### src/core/scl_pkg.sv
// Package of shared constants for the SCSI low-level bus control ends
// Summary of operation
// - Three timers, 100 us to over 6.5 s
// - Expiry sets status bit, maskable interrupt
// - Parity accumulator XORs every passing byte
// - Any accumulator write clears it
// - Selection loads responder id into accumulator
// - Option: id goes only to accumulator
// - Bytes pass in order, never reordered
// - Software writes 08 to enter low-level
// - Output control write drives control lines
// - Control one 50 connects; ATN needs connection
// - Data driven during selection, else only on out-phase match
// - Sense: REQ bit 7, phase bits 2:0
// - Sense reads 86, 82, 81, 83 per phase
// - ACK with phase, then phase only
// - Target drops REQ after ACK
// - Target answers selection with BSY
// - Data sense shows live data lines
// - Control zero CC enables parity
// - Software loads id bits before selection
package scl_pkg;
  localparam logic [4:0] SCL_ADR_OUTPUT_DATA_LATCH_OUT = 5'h00;
  localparam logic [4:0] SCL_ADR_OCTL = 5'h01;
  localparam logic [4:0] SCL_ADR_BCTL = 5'h02;
  localparam logic [4:0] SCL_ADR_BDAT = 5'h03;
  localparam logic [4:0] SCL_ADR_CTL0 = 5'h04;
  localparam logic [4:0] SCL_ADR_CTL1 = 5'h05;
  localparam logic [4:0] SCL_ADR_DMAC = 5'h06;
  localparam logic [4:0] SCL_ADR_LPAR = 5'h07;
  localparam logic [4:0] SCL_ADR_FBR = 5'h08;
  localparam logic [4:0] SCL_ADR_IEN = 5'h09;
  localparam logic [4:0] SCL_ADR_IST = 5'h0A;
  localparam logic [4:0] SCL_ADR_TSEL = 5'h0B;
  localparam logic [4:0] SCL_ADR_THS = 5'h0C;
  localparam logic [4:0] SCL_ADR_TGP = 5'h0D;
  localparam logic [4:0] SCL_ADR_OPT = 5'h0E;
  // Control line bit positions, shared by drive and sense
  localparam int SCL_B_IO = 0;
  localparam int SCL_B_CD = 1;
  localparam int SCL_B_MSG = 2;
  localparam int SCL_B_ATN = 3;
  localparam int SCL_B_SEL = 4;
  localparam int SCL_B_BSY = 5;
  localparam int SCL_B_ACK = 6;
  localparam int SCL_B_REQ = 7;
  localparam logic [7:0] SCL_PHASE_MASK = 8'h07;
  localparam logic [7:0] SCL_LOWLEVEL_VAL = 8'h08;
  localparam logic [7:0] SCL_CONNECT_MASK = 8'h10;
  localparam logic [7:0] SCL_DATA_EN_MASK = 8'h40;
  localparam logic [7:0] SCL_PARITY_MASK = 8'h0C;
  localparam int SCL_OPT_FBR_SKIP = 0;
  localparam int SCL_IRQ_SEL = 0;
  localparam int SCL_IRQ_HS = 1;
  localparam int SCL_IRQ_GP = 2;
  localparam logic [7:0] SCL_RESET_BYTE = 8'h00;
  // Timer tick of 100 us at a 50 ns clock
  localparam int SCL_CLK_NS = 50;
  localparam int SCL_TICK_US = 100;
  localparam int SCL_TICK_CYC = SCL_TICK_US * 1000 / SCL_CLK_NS;
  // Timer max above 6.5 s: 16-bit count of ticks
  localparam int SCL_TMR_W = 16;
  localparam int SCL_TGT_DELAY = 4;
endpackage

### src/core/scl_bus_if.sv
// Interface carrying the SCSI bus between initiator core and target
`timescale 1ns/1ps
interface scl_bus_if;
  logic [7:0] ini_ctl;
  logic [7:0] ini_ctl_oe;
  logic [7:0] ini_dat;
  logic ini_dat_oe;
  logic ini_dp;
  logic [7:0] tgt_ctl;
  logic [7:0] tgt_dat;
  logic tgt_dat_oe;
  logic tgt_dp;
  modport initiator (
    output ini_ctl, ini_ctl_oe, ini_dat, ini_dat_oe, ini_dp,
    input tgt_ctl, tgt_dat, tgt_dat_oe, tgt_dp
  );
  modport target (
    input ini_ctl, ini_ctl_oe, ini_dat, ini_dat_oe, ini_dp,
    output tgt_ctl, tgt_dat, tgt_dat_oe, tgt_dp
  );
endinterface

### src/core/scl_initiator.sv
// Initiator core: Wishbone registers, low-level SCSI drive, timers and parity
`timescale 1ns/1ps
module scl_initiator
  import scl_pkg::*;
#(
  parameter int TICK_CYC = SCL_TICK_CYC
) (
  input wire logic clk_i,
  input wire logic rst_i,
  input wire logic wb_cyc_i,
  input wire logic wb_stb_i,
  input wire logic wb_we_i,
  input wire logic [3:0] wb_sel_i,
  input wire logic [6:0] wb_adr_i,
  input wire logic [31:0] wb_dat_i,
  output logic [31:0] wb_dat_o,
  output logic wb_ack_o,
  output logic irq_o,
  scl_bus_if.initiator bus
);
  logic [7:0] out_data, out_ctl, ctl0, ctl1, dmac, lpar, fbr, ien, ist, opt;
  logic [SCL_TMR_W-1:0] tsel_lim, ths_lim, tgp_lim;
  logic [SCL_TMR_W-1:0] tsel_cnt, ths_cnt, tgp_cnt;
  logic [$clog2(TICK_CYC+1)-1:0] pre_cnt;
  logic [7:0] s1_ctl, s2_ctl, s3_ctl, sns_ctl;
  logic [7:0] s1_dat, s2_dat, s3_dat, sns_dat;
  logic sel_wait, sel_gap;
  logic [7:0] prev_ctl;

  wire wb_req = wb_cyc_i && wb_stb_i && !wb_ack_o;
  wire wr = wb_req && wb_we_i && wb_sel_i[0];
  wire [4:0] reg_idx = wb_adr_i[6:2];
  wire connected = (ctl1 & SCL_CONNECT_MASK) != 8'h00;
  wire data_en = (ctl1 & SCL_DATA_EN_MASK) != 8'h00;
  wire low_level = dmac == SCL_LOWLEVEL_VAL;
  wire par_en = (ctl0 & SCL_PARITY_MASK) == SCL_PARITY_MASK;
  wire tick = pre_cnt == ($clog2(TICK_CYC+1))'(TICK_CYC - 1);
  // Phase match: phase bits written equal phase sensed
  wire phase_ok = (out_ctl & SCL_PHASE_MASK) == (sns_ctl & SCL_PHASE_MASK);
  wire selecting = out_ctl[SCL_B_SEL];
  wire info_phase = sns_ctl[SCL_B_BSY] && !selecting;
  wire ack_edge = out_ctl[SCL_B_ACK] && !prev_ctl[SCL_B_ACK];
  // Own BSY must be seen gone first, else its echo looks like the target's answer
  wire bsy_seen = sel_wait && sel_gap && sns_ctl[SCL_B_BSY] && !out_ctl[SCL_B_BSY];
  wire [7:0] byte_in = bus.ini_dat_oe ? bus.ini_dat : sns_dat;

  // Line drive: in low-level mode SEL, BSY and ACK follow the written register; ATN also needs a connection
  always_comb begin
    bus.ini_ctl = low_level ? out_ctl : 8'h00;
    bus.ini_ctl[SCL_B_ATN] = low_level && connected && out_ctl[SCL_B_ATN];
    bus.ini_ctl[SCL_B_REQ] = 1'b0;
    // Phase lines belong to the target; written phase bits only feed the match
    bus.ini_ctl[SCL_B_MSG:SCL_B_IO] = 3'b000;
    bus.ini_ctl_oe = bus.ini_ctl;
  end
  // Selection drives ids; out phases only on phase match, the target owns in-phases
  wire out_phase = info_phase && phase_ok && !sns_ctl[SCL_B_IO];
  assign bus.ini_dat_oe = low_level && data_en && connected && (selecting || out_phase);
  assign bus.ini_dat = out_data;
  assign bus.ini_dp = par_en ? ~^out_data : 1'b0;

  // Three-stage input capture; second and third must agree
  always_ff @(posedge clk_i) begin
    s1_ctl <= bus.tgt_ctl | bus.ini_ctl;
    s2_ctl <= s1_ctl;
    s3_ctl <= s2_ctl;
    s1_dat <= bus.tgt_dat_oe ? bus.tgt_dat : bus.ini_dat;
    s2_dat <= s1_dat;
    s3_dat <= s2_dat;
    if (s2_ctl == s3_ctl) begin
      sns_ctl <= s3_ctl;
    end
    if (s2_dat == s3_dat) begin
      sns_dat <= s3_dat;
    end
  end

  always_ff @(posedge clk_i) begin
    if (rst_i) begin
      pre_cnt <= '0;
    end else begin
      pre_cnt <= tick ? '0 : pre_cnt + 1'b1;
    end
  end

  // Timers count 100 us ticks; a zero limit disables a timer
  always_ff @(posedge clk_i) begin
    if (rst_i) begin
      tsel_cnt <= '0;
      ths_cnt <= '0;
      tgp_cnt <= '0;
      ist <= SCL_RESET_BYTE;
    end else begin
      if (!sel_wait || bsy_seen) begin
        tsel_cnt <= '0;
      end else if (tick) begin
        tsel_cnt <= tsel_cnt + 1'b1;
      end
      if (!info_phase || ack_edge) begin
        ths_cnt <= '0;
      end else if (tick) begin
        ths_cnt <= ths_cnt + 1'b1;
      end
      if (wr && reg_idx == SCL_ADR_TGP) begin
        tgp_cnt <= '0;
      end else if (tick && tgp_lim != '0) begin
        tgp_cnt <= (tgp_cnt == tgp_lim) ? '0 : tgp_cnt + 1'b1;
      end
      // Write one to clear; a fresh expiry wins over the clear
      if (wr && reg_idx == SCL_ADR_IST) begin
        ist <= ist & ~wb_dat_i[7:0];
      end
      if (tsel_lim != '0 && tsel_cnt == tsel_lim) begin
        ist[SCL_IRQ_SEL] <= 1'b1;
      end
      if (ths_lim != '0 && ths_cnt == ths_lim) begin
        ist[SCL_IRQ_HS] <= 1'b1;
      end
      if (tgp_lim != '0 && tgp_cnt == tgp_lim && tick) begin
        ist[SCL_IRQ_GP] <= 1'b1;
      end
    end
  end
  assign irq_o = (ist & ien) != 8'h00;

  // Byte capture: accumulator and first byte received
  always_ff @(posedge clk_i) begin
    if (rst_i) begin
      lpar <= SCL_RESET_BYTE;
      fbr <= SCL_RESET_BYTE;
      sel_wait <= 1'b0;
      sel_gap <= 1'b0;
      prev_ctl <= 8'h00;
    end else begin
      prev_ctl <= out_ctl;
      // Armed on SEL rising only, so one selection loads the id once
      sel_wait <= selecting && !bsy_seen && (sel_wait || !prev_ctl[SCL_B_SEL]);
      sel_gap <= sel_wait && !bsy_seen && (sel_gap || (!sns_ctl[SCL_B_BSY] && !out_ctl[SCL_B_BSY]));
      if (wr && reg_idx == SCL_ADR_LPAR) begin
        lpar <= SCL_RESET_BYTE;
      end else if (bsy_seen) begin
        lpar <= sns_dat;
      end else if (ack_edge && info_phase) begin
        lpar <= lpar ^ byte_in;
      end
      if (wr && reg_idx == SCL_ADR_FBR) begin
        fbr <= wb_dat_i[7:0];
      end else if (bsy_seen && !opt[SCL_OPT_FBR_SKIP]) begin
        fbr <= sns_dat;
      end
    end
  end

  // Software registers
  always_ff @(posedge clk_i) begin
    if (rst_i) begin
      out_data <= 8'h00;
      out_ctl <= 8'h00;
      ctl0 <= 8'h00;
      ctl1 <= 8'h00;
      dmac <= 8'h00;
      ien <= 8'h00;
      opt <= 8'h00;
      tsel_lim <= '0;
      ths_lim <= '0;
      tgp_lim <= '0;
    end else if (wr) begin
      case (reg_idx)
        SCL_ADR_OUTPUT_DATA_LATCH_OUT: out_data <= wb_dat_i[7:0];
        SCL_ADR_OCTL: out_ctl <= wb_dat_i[7:0];
        SCL_ADR_CTL0: ctl0 <= wb_dat_i[7:0];
        SCL_ADR_CTL1: ctl1 <= wb_dat_i[7:0];
        SCL_ADR_DMAC: dmac <= wb_dat_i[7:0];
        SCL_ADR_IEN: ien <= wb_dat_i[7:0];
        SCL_ADR_OPT: opt <= wb_dat_i[7:0];
        SCL_ADR_TSEL: tsel_lim <= wb_dat_i[SCL_TMR_W-1:0];
        SCL_ADR_THS: ths_lim <= wb_dat_i[SCL_TMR_W-1:0];
        SCL_ADR_TGP: tgp_lim <= wb_dat_i[SCL_TMR_W-1:0];
        default: ;
      endcase
    end
  end

  // Read mux; sense values come straight from the captured lines
  logic [31:0] rd;
  always_comb begin
    rd = 32'h0000_0000;
    case (reg_idx)
      SCL_ADR_OUTPUT_DATA_LATCH_OUT: rd[7:0] = out_data;
      SCL_ADR_OCTL: rd[7:0] = out_ctl;
      SCL_ADR_BCTL: rd[7:0] = sns_ctl;
      SCL_ADR_BDAT: rd[7:0] = sns_dat;
      SCL_ADR_CTL0: rd[7:0] = ctl0;
      SCL_ADR_CTL1: rd[7:0] = ctl1;
      SCL_ADR_DMAC: rd[7:0] = dmac;
      SCL_ADR_LPAR: rd[7:0] = lpar;
      SCL_ADR_FBR: rd[7:0] = fbr;
      SCL_ADR_IEN: rd[7:0] = ien;
      SCL_ADR_IST: rd[7:0] = ist;
      SCL_ADR_TSEL: rd[SCL_TMR_W-1:0] = tsel_lim;
      SCL_ADR_THS: rd[SCL_TMR_W-1:0] = ths_lim;
      SCL_ADR_TGP: rd[SCL_TMR_W-1:0] = tgp_lim;
      SCL_ADR_OPT: rd[7:0] = opt;
      default: rd = 32'h0000_0000;
    endcase
  end

  // One wait-free ack per request; unmapped reads give zero
  always_ff @(posedge clk_i) begin
    if (rst_i) begin
      wb_ack_o <= 1'b0;
      wb_dat_o <= 32'h0000_0000;
    end else begin
      wb_ack_o <= wb_req;
      if (wb_req) begin
        wb_dat_o <= rd;
      end
    end
  end
endmodule

### src/flat_wrapper.sv
// flat-port wrapper written by rule: the top's interface ports become plain ports
module scl_initiator_flat import scl_pkg::*;
#(
  parameter int TICK_CYC = SCL_TICK_CYC
)
  (clk_i, rst_i, wb_cyc_i, wb_stb_i, wb_we_i, wb_sel_i, wb_adr_i, wb_dat_i, wb_dat_o, wb_ack_o, irq_o, bus_ini_ctl, bus_ini_ctl_oe, bus_ini_dat, bus_ini_dat_oe, bus_ini_dp, bus_tgt_ctl, bus_tgt_dat, bus_tgt_dat_oe, bus_tgt_dp);
  scl_bus_if bus_i ();
  input wire logic clk_i;
  input wire logic rst_i;
  input wire logic wb_cyc_i;
  input wire logic wb_stb_i;
  input wire logic wb_we_i;
  input wire logic [3:0] wb_sel_i;
  input wire logic [6:0] wb_adr_i;
  input wire logic [31:0] wb_dat_i;
  output logic [31:0] wb_dat_o;
  output logic wb_ack_o;
  output logic irq_o;
  output wire logic [$bits(bus_i.ini_ctl)-1:0] bus_ini_ctl;
  output wire logic [$bits(bus_i.ini_ctl_oe)-1:0] bus_ini_ctl_oe;
  output wire logic [$bits(bus_i.ini_dat)-1:0] bus_ini_dat;
  output wire logic [$bits(bus_i.ini_dat_oe)-1:0] bus_ini_dat_oe;
  output wire logic [$bits(bus_i.ini_dp)-1:0] bus_ini_dp;
  input wire logic [$bits(bus_i.tgt_ctl)-1:0] bus_tgt_ctl;
  input wire logic [$bits(bus_i.tgt_dat)-1:0] bus_tgt_dat;
  input wire logic [$bits(bus_i.tgt_dat_oe)-1:0] bus_tgt_dat_oe;
  input wire logic [$bits(bus_i.tgt_dp)-1:0] bus_tgt_dp;
  assign bus_ini_ctl = bus_i.ini_ctl;
  assign bus_ini_ctl_oe = bus_i.ini_ctl_oe;
  assign bus_ini_dat = bus_i.ini_dat;
  assign bus_ini_dat_oe = bus_i.ini_dat_oe;
  assign bus_ini_dp = bus_i.ini_dp;
  assign bus_i.tgt_ctl = bus_tgt_ctl;
  assign bus_i.tgt_dat = bus_tgt_dat;
  assign bus_i.tgt_dat_oe = bus_tgt_dat_oe;
  assign bus_i.tgt_dp = bus_tgt_dp;
  scl_initiator #(.TICK_CYC(TICK_CYC)) u_core (.clk_i(clk_i), .rst_i(rst_i), .wb_cyc_i(wb_cyc_i), .wb_stb_i(wb_stb_i), .wb_we_i(wb_we_i), .wb_sel_i(wb_sel_i), .wb_adr_i(wb_adr_i), .wb_dat_i(wb_dat_i), .wb_dat_o(wb_dat_o), .wb_ack_o(wb_ack_o), .irq_o(irq_o), .bus(bus_i));
endmodule
### config.mk
export PLATFORM = sky130hd
export DESIGN_NAME = scl_initiator_flat
export DESIGN_NICKNAME = d
export VERILOG_FILES = /design/src/core/scl_pkg.sv /design/src/core/scl_bus_if.sv /design/src/core/scl_initiator.sv /design/src/flat_wrapper.sv
export SDC_FILE = /design/constraint.sdc
export NUM_CORES = 1
export LEC_CHECK = 0
export ABC_AREA = 1
export CAP_MARGIN = 20
export CORE_ASPECT_RATIO = 1.2
export CORE_MARGIN = 2
export CORE_UTILIZATION = 50
export DETAILED_ROUTE_END_ITERATION = 10
export DONT_BUFFER_PORTS = 1
export SKIP_LAST_GASP = 1
export SYNTH_ARGS = -nofsm -noshare
export SYNTH_HDL_FRONTEND = slang
export SYNTH_SLANG_ARGS = --single-unit
### constraint.sdc
create_clock -name clk_i -period 3.2 [get_ports clk_i]
set_input_delay 0.16 -clock clk_i [delete_from_list [all_inputs] [get_ports clk_i]]
set_output_delay 0.16 -clock clk_i [all_outputs]
set_load 0.005 [all_outputs]
# Yosys cells after proc, flatten, opt, wreduce, memory -nomap -nowiden
# Cells that the tools add are included.
# Widths: inputs -> output; s select.
[classes] reduce_logical=74 addsub=4 n_bitwise=5 mux=15 n_eq_ne=23
[ops] cell="$pmux 8 s15" n=1
[ops] cell="$add 16x1->16 const B" n=3
[ops] cell="$eq 16x16->1" n=3
[ops] cell="$mux 8" n=6
[ops] cell="$reduce_bool 16->1" n=3
[ops] cell="$eq 5x4->1 const B" n=7
[ops] cell="$logic_and 1x1->1" n=32
[ops] cell="$pmux 8 s3" n=1
[ops] cell="$eq 5x3->1 const B" n=4
[ops] cell="$reduce_and 2->1" n=10
[ops] cell="$and 8x8->8" n=2
[ops] cell="$eq 8x8->1" n=2
[ops] cell="$mux 16" n=1
[ops] cell="$add 11x1->11 const B" n=1
[ops] cell="$eq 11x11->1 const B" n=1
[ops] cell="$logic_not 1->1" n=11
[ops] cell="$eq 5x2->1 const B" n=2
[ops] cell="$reduce_bool 2->1" n=5
[ops] cell="$reduce_or 2->1" n=5
[ops] cell="$eq 8x4->1 const B" n=1
[ops] cell="$not 8->8" n=1
[ops] cell="$or 8x7->8" n=1
[ops] cell="$reduce_bool 8->1" n=1
[ops] cell="$reduce_xnor 8->1" n=1
[ops] cell="9 further kinds" n=16
[totals] reg_bits=277 wordCells=154 inputBits=66 output_inout_bits=60

# Longest topological paths before layout
# Gate-level depths: netlist of run 1.
[logic_depth] word_depth=10 mapped_depth=12 ltp_nobuf=12

# Worst setup path after synthesis of run 1
# No wires, ideal clock.
[synth_path] path_kind="register to register" from="register u_core.s3_ctl[1]" to="register u_core.sns_ctl[0] (enable)" t_arrival_ps=2045 path_slack_ps=735 stages_incl_launch_ff=3 n_path_buf=0 required_ps=2781 path_cell_list="dfxtp_1 -> or2_2 -> a2111oi_0"
[synth_between] elab_chain_len=1
[synth_rtl] item="start: declaration" line="scl_initiator.sv:25" source="logic [7:0] s1_ctl, s2_ctl, s3_ctl, sns_ctl;"
[synth_rtl] item="start signal: assignment" line="scl_initiator.sv:66" source="s3_ctl <= s2_ctl;"
[synth_rtl] item="$eq 8x8->1" line="scl_initiator.sv:70" source="if (s2_ctl == s3_ctl) begin"
[synth_rtl] item="end signal: assignment" line="scl_initiator.sv:71" source="sns_ctl <= s3_ctl;"
[synth_rtl] item="end: declaration" line="scl_initiator.sv:25"
# Every way passes these cells.
# A chain may end at the register's enable or synchronous reset.

# Final worst setup path of run 1
[layout_path] from="register u_core.wb_ack_o" to="register u_core.tgp_lim[13]"
[layout_between] elab_chain_len=5
[layout_rtl] item="start: declaration" line="scl_initiator.sv:17" source="output logic wb_ack_o,"
[layout_rtl] item="start signal: assignment" line="scl_initiator.sv:214" source="wb_ack_o <= wb_req;"
[layout_rtl] item="$logic_not 1->1" line="scl_initiator.sv:30" source="wire wb_req = wb_cyc_i && wb_stb_i && !wb_ack_o;"
[layout_rtl] item="$logic_and 1x1->1" line="scl_initiator.sv:30"
[layout_rtl] item="$logic_and 1x1->1 (2 in a row)" line="scl_initiator.sv:31" source="wire wr = wb_req && wb_we_i && wb_sel_i[0];"
[layout_rtl] item="$reduce_and 2->1 (no source line)"
[layout_rtl] item="end signal: assignment" line="scl_initiator.sv:178" source="SCL_ADR_TGP: tgp_lim <= wb_dat_i[SCL_TMR_W-1:0];"
[layout_rtl] item="end: declaration" line="scl_initiator.sv:22" source="logic [SCL_TMR_W-1:0] tsel_lim, ths_lim, tgp_lim;"
# Every way passes these cells.

==> results of run 1 <==
## sequential cells by signal, indices dropped and copies added (netlist names), 11 cells and up
| signal | cells |
|---|---|
| u_core.tgp_lim | 16 |
| u_core.ths_cnt | 16 |
| u_core.ths_lim | 16 |
| u_core.tgp_cnt | 16 |
| u_core.tsel_cnt | 16 |
| u_core.pre_cnt | 11 |
| u_core.tsel_lim | 16 |
| u_core.wb_dat_o | 16 |
## through the flow
step	hold slack, ns	worst slack, ns	area [um^2]	utilization [%]	total power, mW
floorplan	0.188	0.735	12700	-	3.71
global placement	0.188	0.921	12800	51.6	3.74
CTS	0.00781	0.868	14100	57.1	7.24
detailed placement	0.188	0.871	12800	51.6	3.74
global route	0.0205	0.648	14100	57.1	7.39
finish	0.0177	0.881	14100	57.1	7.18
## worst paths after layout
path | from | end | slack [ns]
hold reg to reg | u_core.s1_dat[1]$_DFF_P_ | u_core.s2_dat[1]$_DFF_P_ | 0.33
hold / removal | wb_cyc_i | u_core.wb_ack_o$_SDFF_PP0_ | 0.02
setup / recovery | u_core.wb_ack_o$_SDFF_PP0_ | u_core.tgp_lim[13]$_SDFFE_PP0P_ | 0.88
setup reg to reg | u_core.wb_ack_o$_SDFF_PP0_ | u_core.tgp_lim[13]$_SDFFE_PP0P_ | 0.88
## cells in the final DEF, fill, tap and decap left out, types with 7 or more instances in the layout
master and n:
xor2_1 27, clkinvlp_4 8, inv_2 14, nand4_1 35, nor2_4 8, nor3_1 30
nor4_1 11, clkbuf_16 29, nand3b_1 9, or2_2 13, inv_1 176, o21ai_0 172
nor2_1 155, o221ai_1 7, buf_4 12, xnor2_1 46, a21oi_1 163, dfxtp_1 256
edfxtp_1 16, dlygate4sd3_1 35, nand3_1 86, nor2_2 11, nand2_1 328, o22ai_1 18
conb_1 24
## area by class of cell
cell class | count | area (um^2)
well taps | 325 | 407
flip-flops and latches | 272 | 5610
clock buffers | 31 | 753
multi-input cells | 1181 | 5910
clock inverters | 22 | 239
inverters | 197 | 744
repair buffers | 50 | 488
fillers | 2395 | 10600
## layer usage
layer / wire, um / up-vias
li1: - / 5606
met1: 14900 / 5125
met2: 18300 / 293
met3: 2000 / 76
met4: 1460 / 0
met5: 0 / -
## cells by family after synthesis
kind of cell / after synthesis / share of synthesized area, %
AOI/OAI and AO/OA: 377 / 15.7
xor gates and xnor gates: 73 / 5.08
adders and majority gates: 4 / 0.398
buffers and inverters: 273 / 9.21
DFF: 272 / 44.6
other: 1 / 0.0298
and+or+nand+nor: 703 / 25.0
## power groups by stage
stage                     Clock, mW  Sequential (mW)  Combinational, mW
after floorplan                   0             3.55              0.159
final                          3.45             3.48              0.246
after global routing           3.64             3.49              0.268
after detailed placement          0             3.56              0.182
after CTS                      3.51             3.48              0.244
after global placement            0             3.56              0.182
==> metrics.cfg, run 1 <==
[sta]
skew_ns=0.0140
setup_viol=0
rsz0062_at_grt=false
maxSlewHeadroom_pct=43.6
hold_viol_final=0
period_share_pct=72.5
drv_slew=0
max_freq_ghz=0.431
totalNegativeSetupSlack_ns=0
worst_pin_slew_ns=0.843
period_needed_ns=2.32

[global_routing]
grt-ovfl-total=0
grt.total_usage_pct=27.2
grt_pass1_vias=10400
busiest_layer=met2
grt_max_degree=87
antenna_found_initial=0
grt_pass1_wl_um=56300
met2_usage_pct=49.2
met1_usage_pct=32.1
grt_util_met3_pct=4.14

[die]
die_h_um=178
die_width_um=149
core_um2=24800
start_util_pct=50.8
dieArea_um2=26400
rows=63
io_pins=126

[synthesis]
synth.area.top_cells=dfxtp_1 (41%), nand2_1 (9.8%), o21ai_0 (6.8%), a21oi_1 (6.5%), inv_1 (5.3%)
synthCells=1703
synth_top_cell_by_area=dfxtp_1
synth-edff-count=16
synth_seq_cells=272
synth.top_cells.by_count=nand2_1 (328), dfxtp_1 (256), inv_1 (177), o21ai_0 (172), a21oi_1 (163)
yosysSeqAreaShare_pct=44.6
synth_area_um2=12600
post-synth-top-count-cell=nand2_1
synth-async-reset-ratio_pct=0
ys_types=46
synth_warnings=0
synth_top_flop_cell=dfxtp_1
yosysTopAreaCellShare_pct=40.8
synth.avg_cell_area_um2=7.38

[setup_path]
slowest_stage=nor2_1
path_cells=nor2_1 > nand2_2 > nor2_4 > inv_2 > nor2_1 > inv_1 > o21ai_0 > a21oi_1
crit_path_start_kind=flop
reg2regPathDepth=8
arrival_ns=2.74
cp-end-kind=flop
critPathBufInv=2
timing.critical_path.depth=8
cp_common_cell=nor2_1
cp.required_ns=3.62
crit_type=reg -> reg
critPathMaxFanout=19
path_delay_family=simple AND/OR/NAND/NOR gates
crit_path_max_incr_delay_ns=0.52

[placement]
portBuffers=0
post-place-cells=1988
routabilityCongestion=0.927
hpwl_um=26100

[clock_tree]
insertion_delay_ns=0.54
cts_tree=done
numCtsBuffers=29
cts-root-buf=clkbuf_16
htreeDepth=1
clkTransAtPathRegs_ns=0.07
clk_path_buf_depth=3
post_cts_resized=0
cts_setup_buffers=0
cts.sink_count=272
cts_hold_buf=36

[cells_and_area]
drive_above_1_share_pct=7.47
syn_to_final_growth_pct=12.5
nNetsFinal=1801
antenna_cells=0
stdcell_count=2078

[pwr]
power.leakage_nw=5.31
peakVddDrop_mv=0.505
p_sw_mw=1.67
sw_frac_of_total_pct=23.2
seq_power_share_pct=48.5
p_comb_share_pct=3.4
powerDensity_nw_per_um2=508
power.internal_mw=5.51
p_clk_share_pct=48.1

[detailed_routing]
drc=0
ant_nets=0
drtIter0Drc=743
routed-via-count=11100
drtPass1Iterations=5
vias_per_cell=5.34
detail_route.wl_per_cell_um=17.6
wl_um=36600

[min_path]
whs_path_depth=2
hold_class=in -> reg

[job]
drv_cap=0

[run_status]
outcome=finished clean

Power figures use the tool's default switching activity.
==> run 2, diff against run 1 <==
--- a/config.mk
+++ b/config.mk
@@ -5,7 +5,7 @@
 export SDC_FILE = /design/constraint.sdc
 export NUM_CORES = 1
 export LEC_CHECK = 0
-export ABC_AREA = 1
+export ABC_AREA = 0
 export CAP_MARGIN = 20
 export CORE_ASPECT_RATIO = 1.2
 export CORE_MARGIN = 2
==> constraint.sdc (replaced) <==
create_clock -name clk_i -period 2.16 [get_ports clk_i]
set_input_delay 0.108 -clock clk_i [delete_from_list [all_inputs] [get_ports clk_i]]
set_output_delay 0.108 -clock clk_i [all_outputs]
set_load 0.005 [all_outputs]
==> metrics.cfg, run 2 <==
[setup_path]
cp.required_ns=2.65  ; was 3.62 ns
cp-end-kind=flop  ; unchanged
critPathMaxFanout=10  ; was 19
crit_type=reg -> reg  ; unchanged
crit_path_start_kind=flop  ; unchanged
arrival_ns=2.57  ; was 2.74 ns

[clock_tree]
htreeDepth=1  ; unchanged
clkTransAtPathRegs_ns=0.06  ; was 0.07 ns
clk_path_buf_depth=3  ; unchanged
insertion_delay_ns=0.55  ; was 0.54 ns
cts.sink_count=272  ; unchanged
cts-root-buf=clkbuf_16  ; unchanged
cts_tree=done  ; unchanged
numCtsBuffers=28  ; was 29

[placement]
routabilityCongestion=0.941  ; was 0.927
portBuffers=0  ; unchanged
hpwl_um=25100  ; was 26100 um
post-place-cells=1653  ; was 1988

[global_routing]
antenna_found_initial=4  ; was 0
grt_pass1_vias=9755  ; was 10400
grt-ovfl-total=0  ; unchanged
grt_pass1_wl_um=57400  ; was 56300 um
grt_max_degree=121  ; was 87
grt.total_usage_pct=28.7  ; was 27.2%

[synthesis]
synth_area_um2=12200  ; was 12600 um^2
synth_top_cell_by_area=dfxtp_1  ; unchanged
synth.avg_cell_area_um2=9.00  ; was 7.38 um^2
synth_top_flop_cell=dfxtp_1  ; unchanged
synth.area.top_cells=dfxtp_1 (42%), xnor2_1 (6.7%), nand2_1 (5.7%), mux2i_1 (5.6%), nor2_1 (5.3%)  ; was dfxtp_1 (41%), nand2_1 (9.8%), o21ai_0 (6.8%), a21oi_1 (6.5%), inv_1 (5.3%)
synth.top_cells.by_count=dfxtp_1 (256), nand2_1 (184), nor2_1 (171), xnor2_1 (94), a21oi_1 (83)  ; was nand2_1 (328), dfxtp_1 (256), inv_1 (177), o21ai_0 (172), a21oi_1 (163)
yosysSeqAreaShare_pct=45.9  ; was 44.6%
synth-edff-count=16  ; unchanged
post-synth-top-count-cell=dfxtp_1  ; was nand2_1
ys_types=66  ; was 46
synthCells=1356  ; was 1703
synth-async-reset-ratio_pct=0  ; unchanged
synth_warnings=0  ; unchanged
yosysTopAreaCellShare_pct=42.0  ; was 40.8%
synth_seq_cells=272  ; unchanged

[cells_and_area]
drive_above_1_share_pct=10.8  ; was 7.47%
stdcell_count=1784  ; was 2078
syn_to_final_growth_pct=17.1  ; was 12.5%
nFillCells=2151  ; was 2395
nNetsFinal=1509  ; was 1801
layout_common_cells=dfxtp_1 (251), nand2_1 (184), nor2_1 (171)  ; was nand2_1 (328), dfxtp_1 (256), inv_1 (176)
final_common_cell=dfxtp_1  ; was nand2_1
post-route-util_pct=59.6  ; was 57.1%

[die]
start_util_pct=50.9  ; was 50.8%
dieArea_um2=25700  ; was 26400 um^2
io_pins=126  ; unchanged
die_width_um=147  ; was 149 um
die_h_um=175  ; was 178 um
core_um2=24000  ; was 24800 um^2
rows=62  ; was 63

[detailed_routing]
drc=0  ; unchanged
ant_nets=0  ; unchanged
routed-via-count=10200  ; was 11100
wl_um=37600  ; was 36600 um
detail_route.wl_per_cell_um=21.1  ; was 17.6 um
vias_per_cell=5.72  ; was 5.34
drtPass1Iterations=9  ; was 5
drtIter0Drc=829  ; was 743

[sta]
hold_viol_final=0  ; unchanged
rsz0062_at_grt=true  ; was false
drv_slew=0  ; unchanged
period_needed_ns=2.08  ; was 2.32 ns
maxSlewHeadroom_pct=41.5  ; was 43.6%
setup_viol=0  ; unchanged
max_freq_ghz=0.480  ; was 0.431 GHz
skew_ns=0.0142  ; was 0.0140 ns
worst_pin_slew_ns=0.874  ; was 0.843 ns
totalNegativeSetupSlack_ns=0  ; unchanged
period_share_pct=96.4  ; was 72.5%

[job]
drv_cap=0  ; unchanged

[run_status]
outcome=finished clean  ; unchanged

[pwr]
power.leakage_nw=4.98  ; was 5.31 nW
peakVddDrop_mv=0.620  ; was 0.505 mV
p_total_mw=10.2  ; was 7.18 mW
powerDensity_nw_per_um2=712  ; was 508 nW/um^2

[min_path]
hold_class=in -> reg  ; unchanged

## run 2: cell types whose count changed in the layout (fill, tap and decap cells not counted), sizes merged, moves of 48 or more
| cell | previous run | this run |
|---|---|---|
| buf | 14 | 65 |
| nand3 | 90 | 26 |
| inv | 192 | 10 |
| xnor2 | 46 | 94 |
| nand2 | 335 | 185 |
| mux2i | 0 | 68 |
| a21oi | 163 | 83 |
| o21ai | 178 | 37 |
## run 2: layout make-up
class	count	area [um^2]	area share, %
clock inverter	13	78.8	0.552
sequential	272	5610	39.3
tap	320	400	2.80
multi-input combinational	997	6150	43.0
clock buffer	39	803	5.62
antenna	3	7.51	0.0526
timing repair buffer	131	1200	8.40
inverter	9	33.8	0.237
## run 2: kinds of logic after synthesis
family | after synthesis | synth area share, %
DFF | 272 | 45.9
muxes | 83 | 7.05
xor gates and xnor gates | 121 | 8.69
and+or+nand+nor | 565 | 22.6
adders and majority gates | 4 | 0.410
buffers and inverters | 110 | 4.81
other | 1 | 0.0307
AOI/OAI and AO/OA | 200 | 10.5
## run 2: path summary, 6_finish.rpt
kind	start	to	slack, ns	cells past startpoint
max reg2reg	u_core.wb_ack_o$_SDFF_PP0_	u_core.ths_lim[15]$_SDFFE_PP0P_	0.08	8
min	wb_adr_i[5]	u_core.wb_dat_o[4]$_SDFFE_PP0N_	0.03	3
min reg2reg	u_core.s1_dat[3]$_DFF_P_	u_core.s2_dat[3]$_DFF_P_	0.32	0
max	u_core.wb_ack_o$_SDFF_PP0_	u_core.ths_lim[15]$_SDFFE_PP0P_	0.08	8
## run 2: timing repair
item                                    4_1_cts  5_1_grt
endpoints found under the setup margin        8       30
hold buffers                                 66        1
pin swaps                                     2        4
setup buffers                                 4        5
gates resized for setup                       6       21
hold endpoints to repair                    191        1
## run 2: power breakdown
part	total (mW)	leakage, nW	internal, mW	switching (mW)
Combinational	0.384	2.31	0.157	0.227
Clock	4.64	0.433	2.60	2.04
Sequential	5.16	2.23	5.12	0.0341
## run 2: critical path, cell delays in order, from the launching register on
cell,delay (ns)
dfxtp_1,0.32
and3b_2,0.30
and3_1,0.18
buf_6,0.15
and2_4,0.16
buf_4,0.16
nand2_1,0.06
a21oi_1,0.12
dlygate4sd3_1,0.57
## run 2: routing by layer
metal	global-route usage, %	part of all wire (%)
met1	34.9	39
met4	13.7	5.7
met2	48.7	48
met3	5.72	7.8
met5	0	0
## run 2: stage by stage
| stage | hold slack [ns] | instance area [um^2] | setup WS, ns |
|---|---|---|---|
| 2_1_floorplan | 0.136 | 12300 | 0.241 |
| 4_1_cts | 0.00286 | 14200 | 0.0297 |
| 5_1_grt | 0.0535 | 14300 | 0.00000289 |
| 6_report | 0.0330 | 14300 | 0.0780 |
| 3_5_place_dp | 0.136 | 12600 | 0.0124 |
| 3_3_place_gp | 0.136 | 12600 | 0.0872 |
==> run 3, diff against run 2 <==
--- a/config.mk
+++ b/config.mk
@@ -8,10 +8,10 @@
 export ABC_AREA = 0
 export CAP_MARGIN = 20
 export CORE_ASPECT_RATIO = 1.2
-export CORE_MARGIN = 2
 export CORE_UTILIZATION = 50
 export DETAILED_ROUTE_END_ITERATION = 10
 export DONT_BUFFER_PORTS = 1
+export GPL_ROUTABILITY_DRIVEN = 0
 export SKIP_LAST_GASP = 1
 export SYNTH_ARGS = -nofsm -noshare
 export SYNTH_HDL_FRONTEND = slang
==> metrics.cfg, run 3 (synthesized netlist as in run 2, its figures left out) <==
[sta]
period_needed_ns=2.11  ; was 2.08 ns
drv_slew=0  ; unchanged
maxSlewHeadroom_pct=42.7  ; was 41.5%
period_share_pct=97.6  ; was 96.4%
setup_viol=0  ; unchanged
max_freq_ghz=0.475  ; was 0.480 GHz
worst_pin_slew_ns=0.856  ; was 0.874 ns
hold_viol_final=0  ; unchanged
totalNegativeSetupSlack_ns=0  ; unchanged
skew_ns=0.00738  ; was 0.0142 ns

[pwr]
p_comb_share_pct=3.7  ; was 3.8%
sw_frac_of_total_pct=22.5  ; was 22.6%
powerDensity_nw_per_um2=727  ; was 712 nW/um^2
p_sw_mw=2.32  ; was 2.30 mW
p_clk_share_pct=46.4  ; was 45.6%
peakVddDrop_mv=0.635  ; was 0.620 mV
power.internal_mw=8.00  ; was 7.88 mW
seq_power_share_pct=50.0  ; was 50.7%
power.leakage_nw=4.90  ; was 4.98 nW

[global_routing]
grt_max_degree=120  ; was 121
grt_pass1_wl_um=56700  ; was 57400 um
grt.total_usage_pct=29.6  ; was 28.7%
grt-ovfl-total=0  ; unchanged
antenna_found_initial=1  ; was 4
grt_pass1_vias=9901  ; was 9755

[detailed_routing]
routed-via-count=10300  ; was 10200
drc=0  ; unchanged
wl_um=36700  ; was 37600 um
ant_nets=0  ; unchanged
vias_per_cell=5.78  ; was 5.72
drtPass1Iterations=8  ; was 9
detail_route.wl_per_cell_um=20.7  ; was 21.1 um
drtIter0Drc=802  ; was 829

[job]
drv_cap=0  ; unchanged

[clock_tree]
clkTransAtPathRegs_ns=0.06  ; about the same
cts_tree=done  ; unchanged
insertion_delay_ns=0.56  ; was 0.55 ns
cts.sink_count=272  ; unchanged
cts-root-buf=clkbuf_16  ; unchanged
clk_path_buf_depth=3  ; unchanged
numCtsBuffers=28  ; unchanged
htreeDepth=1  ; unchanged

[setup_path]
crit_type=reg -> out  ; was reg -> reg
crit_path_max_incr_delay_ns=0.34  ; was 0.57 ns
crit_path_start_kind=flop  ; unchanged
slowest_stage=dfxtp_1  ; was dlygate4sd3_1
cp-end-kind=output port  ; was flop
cp.required_ns=2.05  ; was 2.65 ns
critPathMaxFanout=9  ; was 10
arrival_ns=2.00  ; was 2.57 ns
path_cells=nor4_2 > buf_4 > nand4_1 > buf_6 > nor2_2 > buf_6 > buf_4  ; was and3b_2 > and3_1 > buf_6 > and2_4 > buf_4 > nand2_1 > a21oi_1 > dlygate4sd3_1

[cells_and_area]
syn_to_final_growth_pct=16.3  ; was 17.1%
layout_common_cells=dfxtp_1 (256), nand2_1 (184), nor2_1 (171)  ; was dfxtp_1 (251), nand2_1 (184), nor2_1 (171)
final_common_cell=dfxtp_1  ; unchanged
nNetsFinal=1501  ; was 1509
post-route-util_pct=59.2  ; was 59.6%
drive_above_1_share_pct=9.98  ; was 10.8%
nFillCells=2111  ; was 2151
final_cell_area_um2=14200  ; was 14300 um^2

[die]
start_util_pct=50.9  ; unchanged
die_width_um=145  ; was 147 um
dieArea_um2=25000  ; was 25700 um^2
rows=62  ; unchanged
die_h_um=173  ; was 175 um
io_pins=126  ; unchanged
core_um2=24000  ; unchanged

[min_path]
hold_class=in -> reg  ; unchanged

[run_status]
outcome=finished clean  ; unchanged

[placement]
portBuffers=0  ; unchanged
dpl_cell_area_um2=12600  ; about the same
hpwl_um=24600  ; was 25100 um

run 3: changes by cell type in the layout (fill, tap and decap cells not counted), moves of 3 or more:
cell,previous run,this run
dfxtp_2,5,0
o21ai_0,30,36
o21ai_1,7,1
buf_4,59,55
dfxtp_1,251,256
clkinvlp_4,2,5
dlygate4sd3_1,66,63
run 3: repair_timing:
item,CTS,global route
pin swaps,0,5
buffers inserted,2,4
gates resized for setup,3,3
endpoints found under the hold margin,208,0
endpoints found under the setup margin,1,31
hold buffers,64,0
run 3: final cells by class:
type	instances	area, um^2	share of cell area, %
clock inverter	12	100	0.705
antenna	1	2.50	0.0176
multi-input combinational	997	6110	43.1
sequential	272	5610	39.5
tap	320	400	2.82
clock buffer	40	807	5.69
inverter	9	33.8	0.238
timing repair buffer	123	1130	7.99
run 3: power by group through the flow:
stage / registers, mW / clock network [mW] / logic, mW
final: 5.16 / 4.79 / 0.378
after global routing: 5.16 / 5.07 / 0.403
after CTS: 5.16 / 4.86 / 0.372
after detailed placement: 5.27 / 0 / 0.203
after global placement: 5.27 / 0 / 0.201
after floorplan: 5.26 / 0 / 0.276
run 3: metrics by stage:
stage	setup slack [ns]	total power, mW	instances	hold WS [ns]
2_1_floorplan	0.241	5.53	1379	0.136
3_5_place_dp	0.118	5.47	1651	0.136
5_1_grt	-0.000610	10.6	1774	0.0125
4_1_cts	0.0298	10.4	1769	0.00502
3_3_place_gp	0.125	5.47	1651	0.136
6_report	0.0526	10.3	1774	0.0228
run 3: worst paths after layout:
kind	startpoint	end	cells after the start	slack, ns
setup / recovery	u_core.dmac[7]$_SDFFE_PP0P_	bus_ini_dat_oe	7	0.05
hold / removal	wb_adr_i[3]	u_core.wb_dat_o[7]$_SDFFE_PP0N_	4	0.02
setup reg to reg	u_core.dmac[7]$_SDFFE_PP0P_	u_core.lpar[5]$_SDFFE_PP0P_	9	0.10
hold reg to reg	u_core.s1_dat[3]$_DFF_P_	u_core.s2_dat[3]$_DFF_P_	0	0.33
run 3: routing by layer:
layer / global-route usage, % / vias to the layer above / share of wire, %
met4: 14.5 / 0 / 4.5
met5: 0 / - / 0
met2: 48.5 / 461 / 48
li1: - / 4843 / -
met1: 37.1 / 4847 / 40
met3: 5.34 / 100 / 7.7
run 3: critical path: cells and delay by family (launching register included):
family                 cells  cell delay, ns
buffers and inverters      4            0.59
AND/OR/NAND/NOR            3            0.51
flip-flops                 1            0.34
